File: config.mk
export PLATFORM = sky130hd
export DESIGN_NAME = odc_offset_dac_decimation_cfg
export DESIGN_NICKNAME = d
export VERILOG_FILES = /design/src/hw/odc_pkg.sv /design/src/hw/odc_offset_dac_decimation_cfg.sv
export VERILOG_INCLUDE_DIRS = /design/src /design/src/hw
export SDC_FILE = /design/constraint.sdc
export NUM_CORES = 1
export LEC_CHECK = 0
export ABC_CLOCK_PERIOD_IN_PS = 5100
export BUFFER_PORTS_ARGS = -buffer_cell sky130_fd_sc_hd__clkbuf_2
export CAP_MARGIN = 0
export CELL_PAD_IN_SITES_DETAIL_PLACEMENT = 1
export CELL_PAD_IN_SITES_GLOBAL_PLACEMENT = 2
export CORE_ASPECT_RATIO = 0.8
export CORE_MARGIN = 1.5
export CORE_UTILIZATION = 39
export CTS_BUF_LIST = sky130_fd_sc_hd__clkbuf_4
export CTS_CLUSTER_DIAMETER = 60
export DETAILED_ROUTE_END_ITERATION = 8
export MAX_ROUTING_LAYER = met4
export PLACE_DENSITY_LB_ADDON = 0.1
export SLEW_MARGIN = 20
export SYNTH_ARGS = -nofsm -noshare
export SYNTH_HDL_FRONTEND = slang
export SYNTH_SLANG_ARGS = --single-unit
File: constraint.sdc
create_clock -name ref_clk -period 5.1 [get_ports ref_clk]
set_input_delay 0.255 -clock ref_clk [delete_from_list [all_inputs] [get_ports ref_clk]]
set_output_delay 0.255 -clock ref_clk [all_outputs]
set_load 0.01 [all_outputs]
File: src/hw/odc_params.svh
`ifndef ODC_PARAMS_SVH
`define ODC_PARAMS_SVH
`define ODC_ADDR_OFFSET_CFG 8'h3A
`define ODC_ADDR_DEC_CTRL 8'h3D
`define ODC_ADDR_AVG_LED2 8'h3F
`define ODC_ADDR_AVG_LED1 8'h40
`define ODC_SIGN_LED2_BIT 19
`define ODC_MAG_LED2_HI 18
`define ODC_MAG_LED2_LO 15
`define ODC_SIGN_AMB1_BIT 14
`define ODC_MAG_AMB1_HI 13
`define ODC_MAG_AMB1_LO 10
`define ODC_SIGN_LED1_BIT 9
`define ODC_MAG_LED1_HI 8
`define ODC_MAG_LED1_LO 5
`define ODC_SIGN_PH4_BIT 4
`define ODC_MAG_PH4_HI 3
`define ODC_MAG_PH4_LO 0
`define ODC_OFFSET_CFG_MASK 24'h0FFFFF
`define ODC_AVG_ENABLE_BIT 5
`define ODC_AVG_SEL_HI 3
`define ODC_AVG_SEL_LO 1
`define ODC_DEC_CTRL_MASK 24'h00002E
`define ODC_AVG_SEL_MAX 3'h4
`define ODC_RESET_VALUE 24'h000000
`endif

File: src/hw/odc_pkg.sv
package odc_pkg;
   typedef logic [23:0] odc_word_type;
   typedef logic [3:0] odc_mag_type;
   typedef enum logic [1:0]
   {
      ODC_ACC_IDLE = 2'h1,
      ODC_ACC_RUN = 2'h2
   } odc_acc_state_type;
endpackage

File: src/hw/odc_offset_dac_decimation_cfg.sv
`timescale 1ns/1ps
`include "odc_params.svh"
module odc_offset_dac_decimation_cfg
(
   input wire logic ref_clk,
   input wire logic reset,
   input wire logic wr_en,
   input wire logic rd_en,
   input wire logic [7:0] reg_addr,
   input wire odc_pkg::odc_word_type wr_data,
   output odc_pkg::odc_word_type rd_data,
   output logic rd_valid,
   input wire logic sample_valid,
   input wire odc_pkg::odc_word_type sample_led2,
   input wire odc_pkg::odc_word_type sample_led1,
   output odc_pkg::odc_mag_type offset_magnitude_phase_led2,
   output logic offset_sign_phase_led2,
   output odc_pkg::odc_mag_type offset_magnitude_ambient_one,
   output logic offset_sign_ambient_one,
   output odc_pkg::odc_mag_type offset_magnitude_phase_led1,
   output logic offset_sign_phase_led1,
   output odc_pkg::odc_mag_type offset_magnitude_fourth_phase,
   output logic offset_sign_fourth_phase,
   output logic averaging_enable,
   output logic [2:0] averaging_count_select,
   output logic result_update
);
   import odc_pkg::*;

   odc_word_type offset_cfg_r;
   odc_word_type dec_ctrl_r;
   odc_word_type avg_led2_r;
   odc_word_type avg_led1_r;
   logic signed [27:0] acc_led2_r;
   logic signed [27:0] acc_led1_r;
   logic [4:0] acc_cnt_r;
   odc_acc_state_type state_r;
   odc_acc_state_type state_nxt;

   // selected field names; each magnitude/sign pair serves one phase
   wire [3:0] mag_led2_w = offset_cfg_r[`ODC_MAG_LED2_HI:`ODC_MAG_LED2_LO];
   wire sign_led2_w = offset_cfg_r[`ODC_SIGN_LED2_BIT];
   wire [3:0] mag_amb1_w = offset_cfg_r[`ODC_MAG_AMB1_HI:`ODC_MAG_AMB1_LO];
   wire sign_amb1_w = offset_cfg_r[`ODC_SIGN_AMB1_BIT];
   wire [3:0] mag_led1_w = offset_cfg_r[`ODC_MAG_LED1_HI:`ODC_MAG_LED1_LO];
   wire sign_led1_w = offset_cfg_r[`ODC_SIGN_LED1_BIT];
   wire [3:0] mag_ph4_w = offset_cfg_r[`ODC_MAG_PH4_HI:`ODC_MAG_PH4_LO];
   wire sign_ph4_w = offset_cfg_r[`ODC_SIGN_PH4_BIT];
   wire averaging_on_w = dec_ctrl_r[`ODC_AVG_ENABLE_BIT];
   wire [2:0] count_sel_w = dec_ctrl_r[`ODC_AVG_SEL_HI:`ODC_AVG_SEL_LO];
   // host must keep factor at 4 or below; higher codes are clamped to 16 samples
   wire [2:0] shift_w = (count_sel_w > `ODC_AVG_SEL_MAX) ? `ODC_AVG_SEL_MAX : count_sel_w;
   wire [4:0] group_len_w = 5'(5'h01 << shift_w);

   wire wr_cfg_w = wr_en && (reg_addr == `ODC_ADDR_OFFSET_CFG);
   wire wr_dec_w = wr_en && (reg_addr == `ODC_ADDR_DEC_CTRL);
   wire cfg_change_w = wr_dec_w;

   wire signed [27:0] sum_led2_w = acc_led2_r + 28'(signed'(sample_led2));
   wire signed [27:0] sum_led1_w = acc_led1_r + 28'(signed'(sample_led1));
   // a control write in the closing cycle drops the group, so no pulse without a store
   wire last_w = (state_r == ODC_ACC_RUN) && averaging_on_w && !cfg_change_w && sample_valid
      && (acc_cnt_r + 5'h01 == group_len_w);
   // arithmetic shift keeps the two's-complement sign of the average
   wire signed [27:0] avg2_full_w = sum_led2_w >>> shift_w;
   wire signed [27:0] avg1_full_w = sum_led1_w >>> shift_w;

   odc_word_type rd_mux_w;
   assign rd_mux_w = (reg_addr == `ODC_ADDR_OFFSET_CFG) ? offset_cfg_r :
                     (reg_addr == `ODC_ADDR_DEC_CTRL) ? dec_ctrl_r :
                     (reg_addr == `ODC_ADDR_AVG_LED2) ? avg_led2_r :
                     (reg_addr == `ODC_ADDR_AVG_LED1) ? avg_led1_r :
                     `ODC_RESET_VALUE;

   always_comb
   begin
      state_nxt = state_r;
      case (state_r)
         ODC_ACC_IDLE: if (averaging_on_w && !cfg_change_w) state_nxt = ODC_ACC_RUN;
         ODC_ACC_RUN: if (!averaging_on_w || cfg_change_w) state_nxt = ODC_ACC_IDLE;
         default: state_nxt = ODC_ACC_IDLE;
      endcase
   end

   always_ff @(posedge ref_clk)
   begin
      if (reset)
      begin
         offset_cfg_r <= `ODC_RESET_VALUE;
         dec_ctrl_r <= `ODC_RESET_VALUE;
      end
      else
      begin
         // reserved bits must be written zero and read back zero
         if (wr_cfg_w) offset_cfg_r <= wr_data & `ODC_OFFSET_CFG_MASK;
         if (wr_dec_w) dec_ctrl_r <= wr_data & `ODC_DEC_CTRL_MASK;
      end
   end

   always_ff @(posedge ref_clk)
   begin
      if (reset)
      begin
         state_r <= ODC_ACC_IDLE;
         acc_led2_r <= '0;
         acc_led1_r <= '0;
         acc_cnt_r <= 5'h00;
         avg_led2_r <= `ODC_RESET_VALUE;
         avg_led1_r <= `ODC_RESET_VALUE;
         result_update <= 1'b0;
      end
      else
      begin
         state_r <= state_nxt;
         result_update <= last_w;
         // a config change restarts the group so no mixed-length average escapes
         if (state_r != ODC_ACC_RUN || cfg_change_w || !averaging_on_w)
         begin
            acc_led2_r <= '0;
            acc_led1_r <= '0;
            acc_cnt_r <= 5'h00;
         end
         else if (last_w)
         begin
            avg_led2_r <= avg2_full_w[23:0];
            avg_led1_r <= avg1_full_w[23:0];
            acc_led2_r <= '0;
            acc_led1_r <= '0;
            acc_cnt_r <= 5'h00;
         end
         else if (sample_valid)
         begin
            acc_led2_r <= sum_led2_w;
            acc_led1_r <= sum_led1_w;
            acc_cnt_r <= acc_cnt_r + 5'h01;
         end
      end
   end

   always_ff @(posedge ref_clk)
   begin
      if (reset)
      begin
         rd_data <= `ODC_RESET_VALUE;
         rd_valid <= 1'b0;
         offset_magnitude_phase_led2 <= 4'h0;
         offset_sign_phase_led2 <= 1'b0;
         offset_magnitude_ambient_one <= 4'h0;
         offset_sign_ambient_one <= 1'b0;
         offset_magnitude_phase_led1 <= 4'h0;
         offset_sign_phase_led1 <= 1'b0;
         offset_magnitude_fourth_phase <= 4'h0;
         offset_sign_fourth_phase <= 1'b0;
         averaging_enable <= 1'b0;
         averaging_count_select <= 3'h0;
      end
      else
      begin
         rd_data <= rd_en ? rd_mux_w : rd_data;
         rd_valid <= rd_en;
         // analog side scales code linearly, sign bit negates
         offset_magnitude_phase_led2 <= mag_led2_w;
         offset_sign_phase_led2 <= sign_led2_w;
         offset_magnitude_ambient_one <= mag_amb1_w;
         offset_sign_ambient_one <= sign_amb1_w;
         offset_magnitude_phase_led1 <= mag_led1_w;
         offset_sign_phase_led1 <= sign_led1_w;
         offset_magnitude_fourth_phase <= mag_ph4_w;
         offset_sign_fourth_phase <= sign_ph4_w;
         averaging_enable <= averaging_on_w;
         averaging_count_select <= count_sel_w;
      end
   end

   chk_cfg_write_lands: assert property (@(posedge ref_clk) disable iff (reset)
      wr_cfg_w |=> ##1 offset_magnitude_phase_led2 == $past(wr_data[18:15], 2))
      else $error("led2 magnitude not applied");
   chk_sign_follows: assert property (@(posedge ref_clk) disable iff (reset)
      wr_cfg_w |=> ##1 offset_sign_phase_led2 == $past(wr_data[19], 2))
      else $error("led2 sign not applied");
   chk_ph4_follows: assert property (@(posedge ref_clk) disable iff (reset)
      wr_cfg_w |=> ##1 offset_magnitude_fourth_phase == $past(wr_data[3:0], 2))
      else $error("fourth phase magnitude wrong");
   chk_amb1_follows: assert property (@(posedge ref_clk) disable iff (reset)
      wr_cfg_w |=> ##1 offset_magnitude_ambient_one == $past(wr_data[13:10], 2))
      else $error("ambient one magnitude wrong");
   chk_en_follows: assert property (@(posedge ref_clk) disable iff (reset)
      wr_dec_w |=> ##1 averaging_enable == $past(wr_data[5], 2))
      else $error("averaging enable wrong");
   chk_no_update_off: assert property (@(posedge ref_clk) disable iff (reset)
      !averaging_on_w |=> ##1 !result_update)
      else $error("result updated while disabled");
   chk_result_holds: assert property (@(posedge ref_clk) disable iff (reset)
      !last_w |=> $stable(avg_led2_r) && $stable(avg_led1_r))
      else $error("average changed mid group");
   chk_count_bound: assert property (@(posedge ref_clk) disable iff (reset)
      acc_cnt_r < group_len_w)
      else $error("group count overran");
   chk_read_back: assert property (@(posedge ref_clk) disable iff (reset)
      rd_en && reg_addr == `ODC_ADDR_AVG_LED2 && !last_w |=> rd_data == avg_led2_r && rd_valid)
      else $error("led2 average read mismatch");

   cov_update: cover property (@(posedge ref_clk) disable iff (reset) result_update);
   cov_sixteen: cover property (@(posedge ref_clk) disable iff (reset) last_w && shift_w == 3'h4);
   cov_single: cover property (@(posedge ref_clk) disable iff (reset) last_w && shift_w == 3'h0);
   cov_restart: cover property (@(posedge ref_clk) disable iff (reset) state_r == ODC_ACC_RUN && cfg_change_w);
endmodule // odc_offset_dac_decimation_cfg

[Yosys cells after proc, flatten, opt, wreduce, memory -nomap -nowiden]
Cells that the tools add are included.
Cells by class
  add/sub/neg operators: 3
  $lt $le $gt $ge: 1
  eq/ne operators: 10
  shift-type cells: 3
  multiplexer cells: 8
  bitwise gates (word level): 1
  reduce and logical (&&, ||, !) cells: 15
Operators by type and width (count)
  24-bit two-way mux: 4
  28-bit by 24-bit adder with 28-bit output: 2
  28-bit by 3-bit >>> shifter with 24-bit output: 2
  8-bit by 6-bit equality test with 1-bit output (second input constant): 3
  8-bit by 7-bit equality test with 1-bit output (second input constant): 1
  1-bit logical AND: 7
  5-bit by 1-bit adder with 5-bit output (second input constant): 1
  5-bit equality test: 1
  1-bit by 3-bit left shift with 5-bit output (first input constant): 1
  2-bit two-way mux: 2
  2-bit != test (second input constant): 2
  2-bit case mux with 2 select lines: 1
  2-bit AND reduction: 2
  3-bit > comparator (second input constant): 1
  1-bit logical OR: 3
  3-bit two-way mux: 1
  3-bit OR reduction: 1
  2-bit by 1-bit equality test with 1-bit output (second input constant): 1
  2-bit equality test (second input constant): 1
  1-bit zero test: 2
  2-bit by 1-bit != test with 1-bit output (second input constant): 1
  1-bit inverter: 1
Storage, ports and cells
  register bits after elaboration: 185
  input port bits: 85
  logic and storage cells: 62

[Longest topological paths before layout]
Gate-level depths: netlist (run 1).
  word-level depth: 7
  depth in mapped cells: 12
  gate-level depth less buffers: 10

[Least setup slack after synthesis (run 1)]
No wires, ideal clock.
  path kind: reg2reg
  start point: reg acc_led2_r[0]
  end point: reg avg_led2_r[18]
  arrival: 2.836 ns
  slack: 2.150 ns
  cell stages (with the launch flop): 11
  buffers on the path: 0
  clock period less this slack: 2.950 ns
  cells stage by stage: dfxtp_1 ha_1 fa_1 a211oi_2 o211ai_2 a41oi_4 o41a_1 xor2_1 inv_1 mux4_2 a21o_1
Between the ends
  longest elaborated chain between the ends: 2
Ends and longest elaborated chain
  start: declaration: line odc_offset_dac_decimation_cfg.sv:34  | logic signed [27:0] acc_led2_r;
  start signal: assignment: line odc_offset_dac_decimation_cfg.sv:133  | acc_led2_r <= sum_led2_w;
  28-bit by 24-bit adder with 28-bit output: line odc_offset_dac_decimation_cfg.sv:59  | wire signed [27:0] sum_led2_w = acc_led2_r + 28'(signed'(sample_led2));
  28-bit by 3-bit >>> shifter with 24-bit output: line odc_offset_dac_decimation_cfg.sv:65  | wire signed [27:0] avg2_full_w = sum_led2_w >>> shift_w;
  end signal: assignment: line odc_offset_dac_decimation_cfg.sv:108  | avg_led2_r <= `ODC_RESET_VALUE;
  end signal: assignment: line odc_offset_dac_decimation_cfg.sv:125  | avg_led2_r <= avg2_full_w[23:0];
  end: declaration: line odc_offset_dac_decimation_cfg.sv:32  | odc_word_type avg_led2_r;
Every way passes these cells.
A chain may end at the register's enable or synchronous reset.

[Worst setup path in the final report (run 1)]
  start point: reg dec_ctrl_r[2]
  end point: reg avg_led1_r[9]
Between the ends
  longest elaborated chain between the ends: 6
  elaborated cells between the ends (all ways): 7
  classes of those cells: order compare: 1; eq/ne: 1; shift: 2; mux: 1; reduce/logical: 2
Ends and longest elaborated chain
  start: declaration: line odc_offset_dac_decimation_cfg.sv:31  | odc_word_type dec_ctrl_r;
  start signal: assignment: line odc_offset_dac_decimation_cfg.sv:90  | dec_ctrl_r <= `ODC_RESET_VALUE;
  start signal: assignment: line odc_offset_dac_decimation_cfg.sv:96  | if (wr_dec_w) dec_ctrl_r <= wr_data & `ODC_DEC_CTRL_MASK;
  3-bit > comparator (no source line)
  3-bit two-way mux (*): line odc_offset_dac_decimation_cfg.sv:52  | wire [2:0] shift_w = (count_sel_w > `ODC_AVG_SEL_MAX) ? `ODC_AVG_SEL_MAX : count_sel_w;
  1-bit by 3-bit left shift with 5-bit output: line odc_offset_dac_decimation_cfg.sv:53  | wire [4:0] group_len_w = 5'(5'h01 << shift_w);
  5-bit equality test: line odc_offset_dac_decimation_cfg.sv:63  | && (acc_cnt_r + 5'h01 == group_len_w);
  1-bit logical AND: line odc_offset_dac_decimation_cfg.sv:63
  2-bit AND reduction (no source line)
  end signal: assignment: line odc_offset_dac_decimation_cfg.sv:109  | avg_led1_r <= `ODC_RESET_VALUE;
  end signal: assignment: line odc_offset_dac_decimation_cfg.sv:126  | avg_led1_r <= avg1_full_w[23:0];
  end: declaration: line odc_offset_dac_decimation_cfg.sv:33  | odc_word_type avg_led1_r;
Every way passes the cells marked *; elsewhere a longest branch is shown, timed or not.

==> metrics.md, run 1 <==
| Metric | Value |
|---|---|
| Status | `completed` |
| Initial core utilization | `0.397` |
| Die area | `30,900 sq um` |
| Worst-path clk slew | `0.18 ns` |
| PD cells | `207 nW/um^2` |
| Antenna violations before repair | `1` |
| Fin nets | `1,640` |
| Fillers | `3,553` |
| Register area | `3700 sq um` |
| Post-synth EDFFs | `0` |
| Share of cells above drive strength 1 | `0.156` |
| R2R Path Start | `dec_ctrl_r[2]` |
| Leak | `5.38 nW` |
| Synth Flop Type | `dfxtp_1` |
| Post-synth net total | `1,549` |
| Core ar. | `29,300 sq um` |
| IO Pins | `135` |
| Antenna Nets Post-Route | `0` |
| Critical Path End Type | `flop` |
| MaxCap Viol Count | `0` |
| Clock root buffer | `clkbuf_4` |
| Post-layout minimum cycle time | `3.50 ns` |
| Synthesized area | `11,600 sq um` |
| Worst endpoint required time | `5.62 ns` |
| Slack of the critical path | `1.60 ns` |
| Pre-CTS setup slack | `1.63 ns` |
| Type of origin of the critical path | `flop` |
| Max IR drop VDD | `0.111 mV` |
| Die Y | `157 microns` |
| H-tree levels | `4` |
| GR Overflow Total | `0` |
| Sequential fraction of the synthesis area | `0.318` |
| Rows | `56` |
| Hold Crit Depth | `4` |
| Hold Path Class | `in2reg` |
| CTS sink count | `185` |
| Final Hold Viols | `0` |
| Post-route DRC | `0` |
| Crit share post-route | `0.686` |
| FF-to-FF path depth | `9` |
| RSZ-0062 raised after global routing | `false` |
| Final core utilization | `0.445` |
| Final setup vio count | `0` |
| WL per Instance | `21.1 microns` |
| Dpl cells | `1,835` |
| Worst-skew pair later-pin latency | `0.62 ns` |
| Synth unique cells | `88` |
| Multi-input logic area | `7480 sq um` |
| Hold Path Origin | `sample_led1[0]` |
| Routed wire length | `39.9 mm` |
| Max clock buf depth | `2` |
| Max_slew headroom | `0.341` |
| Num CTS Buffers | `17` |
| CTS-repair resized insts | `0` |
| Synth area leader | `dfxtp_1` |
| Synth top area cells | `dfxtp_1 32%, nor2_1 5.9%, ha_1 5.9%, mux2i_1 5.8%, a21oi_1 4.6%` |
| Critical path class | `reg2reg` |
| Via total after detailed routing | `11,126` |
| DP HPWL | `29.8 mm` |
| Worst-Margin Slew | `0.988 ns` |
| Worst-path fanout max | `44` |
| Total Routing Usage GR | `0.267` |
| Warnings from Yosys | `0` |
| Hold endpoint | `acc_led1_r[0]` |
| Reg2Reg Setup Slack | `1.60 ns` |
| Yosys top cell area share | `0.318` |
| Slew Viols, Final | `0` |
| Finished Layout Cells | `1,889` |
| Gp weighted congestion | `0.877` |
| Setup_tns | `0 ns` |
| Syn_area_per_cell | `8.27 sq um` |
| Pin count of the biggest net entering global routing | `86` |
| CTS tree | `built` |
| First-pass GRT wire length | `62.0 mm` |
| Ys async rst share | `0` |
| PortBufs | `130` |
| Yosys reg bits | `185` |
| Fmax | `286 MHz` |
| R2R Path End | `avg_led1_r[9]` |
| Via-per-instance ratio | `5.89` |
| Synth-to-Final Area Change | `12.1%` |
| First drt pass iteration count | `7` |
| Clock Skew | `0.0350 ns` |
| Die width | `196 microns` |
| CP arrival | `4.02 ns` |
| Initial DRC Count | `755` |
| Post-Synthesis Cells | `1,407` |
| Vias in the first global route | `10,770` |
-- worst max-delay path by stage --
stage	start	depth (start not counted)	to	slack [ns]
6_report	dec_ctrl_r[2]	9	avg_led1_r[9]	1.60
5_1_grt	dec_ctrl_r[2]	9	avg_led1_r[9]	1.32
4_1_cts	dec_ctrl_r[2]	9	avg_led1_r[9]	1.64
3_5_place_dp	sample_led2[0]	11	avg_led2_r[18]	1.63
3_3_place_gp	sample_led2[0]	11	avg_led2_r[18]	1.64
2_1_floorplan	acc_led2_r[0]	10	avg_led2_r[18]	2.15
-- cell type report --
class | instances | share of cell area
Antenna cell | 1 | 0.000192
Clock buffer | 17 | 0.00979
Inverter | 19 | 0.00547
Clock inverter | 15 | 0.0136
Sequential cell | 185 | 0.284
Timing Repair Buffer | 168 | 0.0768
Tap cell | 377 | 0.0362
Multi-Input combinational cell | 1107 | 0.574
-- layer usage --
layer	GRT usage	vias up	share of wire
met5	-	-	0
met4	0.0498	0	0.011
met3	0.0369	30	0.048
met2	0.401	278	0.44
met1	0.384	5440	0.51
li1	-	5378	-
-- synthesized netlist by cell type, drive strengths merged, types with 3 or more instances --
library cell	count
mux4	8
nor3	24
xnor2	29
nor2b	29
nand2b	5
nor3b	6
a41oi	3
and2	9
o21a	16
o211ai	18
o211a	5
a22o	3
nand2	128
inv	18
a222oi	16
a21o	28
a2111oi	9
and3	7
o21bai	5
or4	3
a31o	3
o21ai	85
a221oi	8
a211o	6
buf	20
o31a	3
mux2	16
xor2	22
nor2	186
dfxtp	185
a21oi	107
o31ai	15
nor4	6
o2111ai	3
a311oi	3
ha	55
a211oi	56
clkbuf	76
a31oi	4
nand4	17
and4	3
mux2i	67
a22oi	26
nand3	21
or3	8
-- logic make-up (layout without fill, tap and decap cells) --
group,after synthesis,after routing,share of synthesized area
buffers and inverters,115,219,0.0394
xor gates and xnor gates,52,52,0.0403
adders and majority gates,57,57,0.0626
and+or+nand+nor,461,461,0.181
DFF,185,185,0.318
other,0,1,0
muxes,91,91,0.0886
AOI/OAI and AO/OA,446,446,0.270
-- where the power goes --
group,total [W],internal (W),switching (W)
combinational,0.000348,0.000135,0.000213
clock,0.000884,0.000231,0.000653
sequential,0.00146,0.00146,0.00000641
total,0.00270,0.00182,0.000872
-- sequential cells by signal, summed over array words and instances, names as in the netlist, 2 cells and up --
register / cells
offset_magnitude_phase_led1: 4
offset_magnitude_fourth_phase: 4
rd_data: 24
state_r: 2
dec_ctrl_r: 4
offset_magnitude_ambient_one: 4
offset_magnitude_phase_led2: 4
acc_led1_r: 28
acc_led2_r: 28
averaging_count_select: 3
avg_led2_r: 24
acc_cnt_r: 5
avg_led1_r: 24
offset_cfg_r: 20
-- critical path, stage by stage (launching register included) --
cell     delay (ns)
dfxtp_1        0.43
buf_4          0.47
inv_2          0.07
nor2_1         0.40
nor2_1         0.17
a21o_1         0.22
or3_1          0.57
inv_2          0.14
nand2_1        0.50
o31ai_1        0.44
-- per-stage QoR --
stage               hold WS (ns)  cell area [sq um]  total power (W)
floorplan                  0.346              11600          0.00171
global placement           0.450              12500          0.00182
detailed placement         0.466              12500          0.00183
CTS                       0.0392              13000          0.00272
global route              0.0315              13000          0.00282
finish                    0.0632              13000          0.00270
-- placed cells by master, fill, tap and decap left out, drive strengths merged, types with 24 or more instances in the layout --
| master | count |
|---|---|
| nor2b | 29 |
| dfxtp | 185 |
| nor2 | 186 |
| a21oi | 107 |
| a22oi | 26 |
| a211oi | 56 |
| nor3 | 24 |
| xnor2 | 29 |
| ha | 55 |
| mux2i | 67 |
| a21o | 28 |
| inv | 24 |
| nand2 | 128 |
| o21ai | 85 |
| clkbuf | 146 |
-- repair_timing --
item / CTS / global route
setup buffers: 0 / 0
hold buffers: 21 / 0
endpoints found under the hold margin: 27 / 0
Note: power is estimated with default switching activity, not from simulation.
==> inputs of run 2 (changes only) <==
--- a/config.mk
+++ b/config.mk
@@ -6,14 +6,14 @@
 export SDC_FILE = /design/constraint.sdc
 export NUM_CORES = 1
 export LEC_CHECK = 0
-export ABC_CLOCK_PERIOD_IN_PS = 5100
+export ABC_CLOCK_PERIOD_IN_PS = 3600
 export BUFFER_PORTS_ARGS = -buffer_cell sky130_fd_sc_hd__clkbuf_2
 export CAP_MARGIN = 0
 export CELL_PAD_IN_SITES_DETAIL_PLACEMENT = 1
 export CELL_PAD_IN_SITES_GLOBAL_PLACEMENT = 2
 export CORE_ASPECT_RATIO = 0.8
 export CORE_MARGIN = 1.5
-export CORE_UTILIZATION = 39
+export CORE_UTILIZATION = 37
 export CTS_BUF_LIST = sky130_fd_sc_hd__clkbuf_4
 export CTS_CLUSTER_DIAMETER = 60
 export DETAILED_ROUTE_END_ITERATION = 8
==> constraint.sdc (replaced) <==
create_clock -name ref_clk -period 3.6 [get_ports ref_clk]
set_input_delay 0.18 -clock ref_clk [delete_from_list [all_inputs] [get_ports ref_clk]]
set_output_delay 0.18 -clock ref_clk [all_outputs]
set_load 0.01 [all_outputs]
==> metrics.md, run 2 (synthesized netlist as in run 1, its figures left out) <==
| Metric | Value |
|---|---|
| PD cells | `297 nW/um^2` |
| Clock root buffer | `clkbuf_4` |
| First-pass GRT wire length | `63.9 mm` |
| Switching portion of total power | `0.320` |
| Most common cell on crit path | `a211oi_2` |
| Postcts setup bufs | `0` |
| Core ar. | `30,700 sq um` |
| Top flop regs | `acc_led1_r (28), acc_led2_r (28)` |
| CP cell instances | `ha_1, fa_1, a211oi_2, o211ai_2, a211oi_4, o21ai_0, o2111a_1, a211oi_2, o221ai_1, o31ai_1` |
| Post-route DRC | `0` |
| Max_slew headroom | `0.352` |
| Hold Path Class | `in2reg` |
| Fin nets | `1,653` |
| WHS | `0.0987 ns` |
| Via-per-instance ratio | `5.65` |
| Cell area after layout | `13,200 sq um` |
| Slew Viols, Final | `0` |
| Slack of the critical path | `0.235 ns` |
| Crit path largest cell delay | `0.45 ns` |
| Slowest CP cell | `fa_1` |
| Most frequent cells in the layout | `185 x dfxtp_1, 184 x nor2_1, 128 x clkbuf_2` |
| Post-layout minimum cycle time | `3.36 ns` |
| First drt pass iteration count | `5` |
| Rows | `57` |
| Max IR drop VDD | `0.184 mV` |
| Pin count of the biggest net entering global routing | `79` |
| Critical Path End Type | `flop` |
| Final setup vio count | `0` |
| MaxCap Viol Count | `0` |
| Gp weighted congestion | `0.846` |
| Comb power frac | `0.129` |
| Internal Power | `0.00268 W` |
| Routed wire length | `40.0 mm` |
| Num CTS Buffers | `17` |
| Max clock buf depth | `2` |
| Initial core utilization | `0.379` |
| Pre-CTS setup slack | `0.272 ns` |
| CTS sink count | `185` |
| NetSw | `0.00126 W` |
| H-tree levels | `4` |
| Antenna Nets Post-Route | `0` |
| Worst-path clk slew | `0.19 ns` |
| Flop pwr share | `0.527` |
| Synth-to-Final Area Change | `13.9%` |
| Worst endpoint required time | `4.16 ns` |
| Crit share post-route | `0.935` |
| Worst-Margin Slew | `0.973 ns` |
| Worst-skew pair later-pin latency | `0.63 ns` |
| Fmax | `297 MHz` |
| PortBufs | `130` |
| Fillers | `3,727` |
| Via total after detailed routing | `10,957` |
| Final core utilization | `0.432` |
| Die width | `201 microns` |
| Total Routing Usage GR | `0.258` |
| Status | `completed` |
| CP arrival | `3.92 ns` |
| Clock power share | `0.344` |
| Critical path class | `reg2reg` |
| Antenna violations before repair | `1` |
| Most common cell after layout, fill and taps aside | `dfxtp_1` |
| Final Hold Viols | `0` |
| Worst-path fanout max | `5` |
| Post-place instance area | `12,600 sq um` |
| IO Pins | `135` |
| Die Y | `162 microns` |
| DP HPWL | `30.1 mm` |
| Setup_tns | `0 ns` |
| Vias in the first global route | `11,142` |
| Leak | `5.46 nW` |
| RSZ-0062 raised after global routing | `false` |
| CTS tree | `built` |
| Clock Skew | `0.0358 ns` |
| Die area | `32,500 sq um` |
| Type of origin of the critical path | `flop` |
| Share of cells above drive strength 1 | `0.161` |
| WL per Instance | `20.6 microns` |
| Initial DRC Count | `849` |
| GR Overflow Total | `0` |
[run 2: per-stage QoR]
stage / instances / power, W
5_1_grt: 1938 / 0.00412
3_5_place_dp: 1881 / 0.00260
4_1_cts: 1937 / 0.00398
6_report: 1938 / 0.00393
2_1_floorplan: 1407 / 0.00242
3_3_place_gp: 1881 / 0.00259
[run 2: timing repair]
item	in CTS	in global routing
hold buffers	24	0
gates resized for setup	0	1
endpoints found under the hold margin	29	0
endpoints found under the setup margin	0	1
[run 2: cell type report]
cell class,instances,area (sq um),area share
multi-input combinational,1107,7490,0.565
tap,413,517,0.0390
timing repair buffer,181,1120,0.0845
clock inverter,15,219,0.0165
antenna,1,2.50,0.000189
clock buffer,17,128,0.00964
inverter,19,71.3,0.00538
sequential,185,3700,0.280
[run 2: worst max-delay path: cells and delay by family (launching register included)]
family	cells	cell delay (ns)
adder cells (fa/ha/maj)	2	0.66
flip-flops	1	0.35
AO/OA/AOI/OAI	8	2.29
[run 2: final timing paths]
check / slack, ns / cells after the start / to / from
worst max register to register: 0.24 / 10 / avg_led1_r[22] / acc_led1_r[0]
worst min-delay path: 0.1 / 4 / acc_led1_r[1] / sample_led1[1]
worst max-delay path: 0.24 / 10 / avg_led1_r[22] / acc_led1_r[0]
worst min register to register: 0.49 / 2 / avg_led2_r[4] / avg_led2_r[4]
[run 2: per-layer routing]
metal  track usage  up-vias  share of wire
li1              -     5424              -
met1         0.370     5297           0.52
met2         0.385      216           0.42
met3        0.0410       20          0.050
met4        0.0451        0         0.0095
met5             -        -              0
[run 2: power by group through the flow]
stage	clock [W]	sequential, W	combinational, W
2_1_floorplan	0	0.00212	0.000297
3_3_place_gp	0	0.00212	0.000478
3_5_place_dp	0	0.00212	0.000483
4_1_cts	0.00140	0.00207	0.000505
5_1_grt	0.00149	0.00208	0.000555
6_report	0.00135	0.00207	0.000506
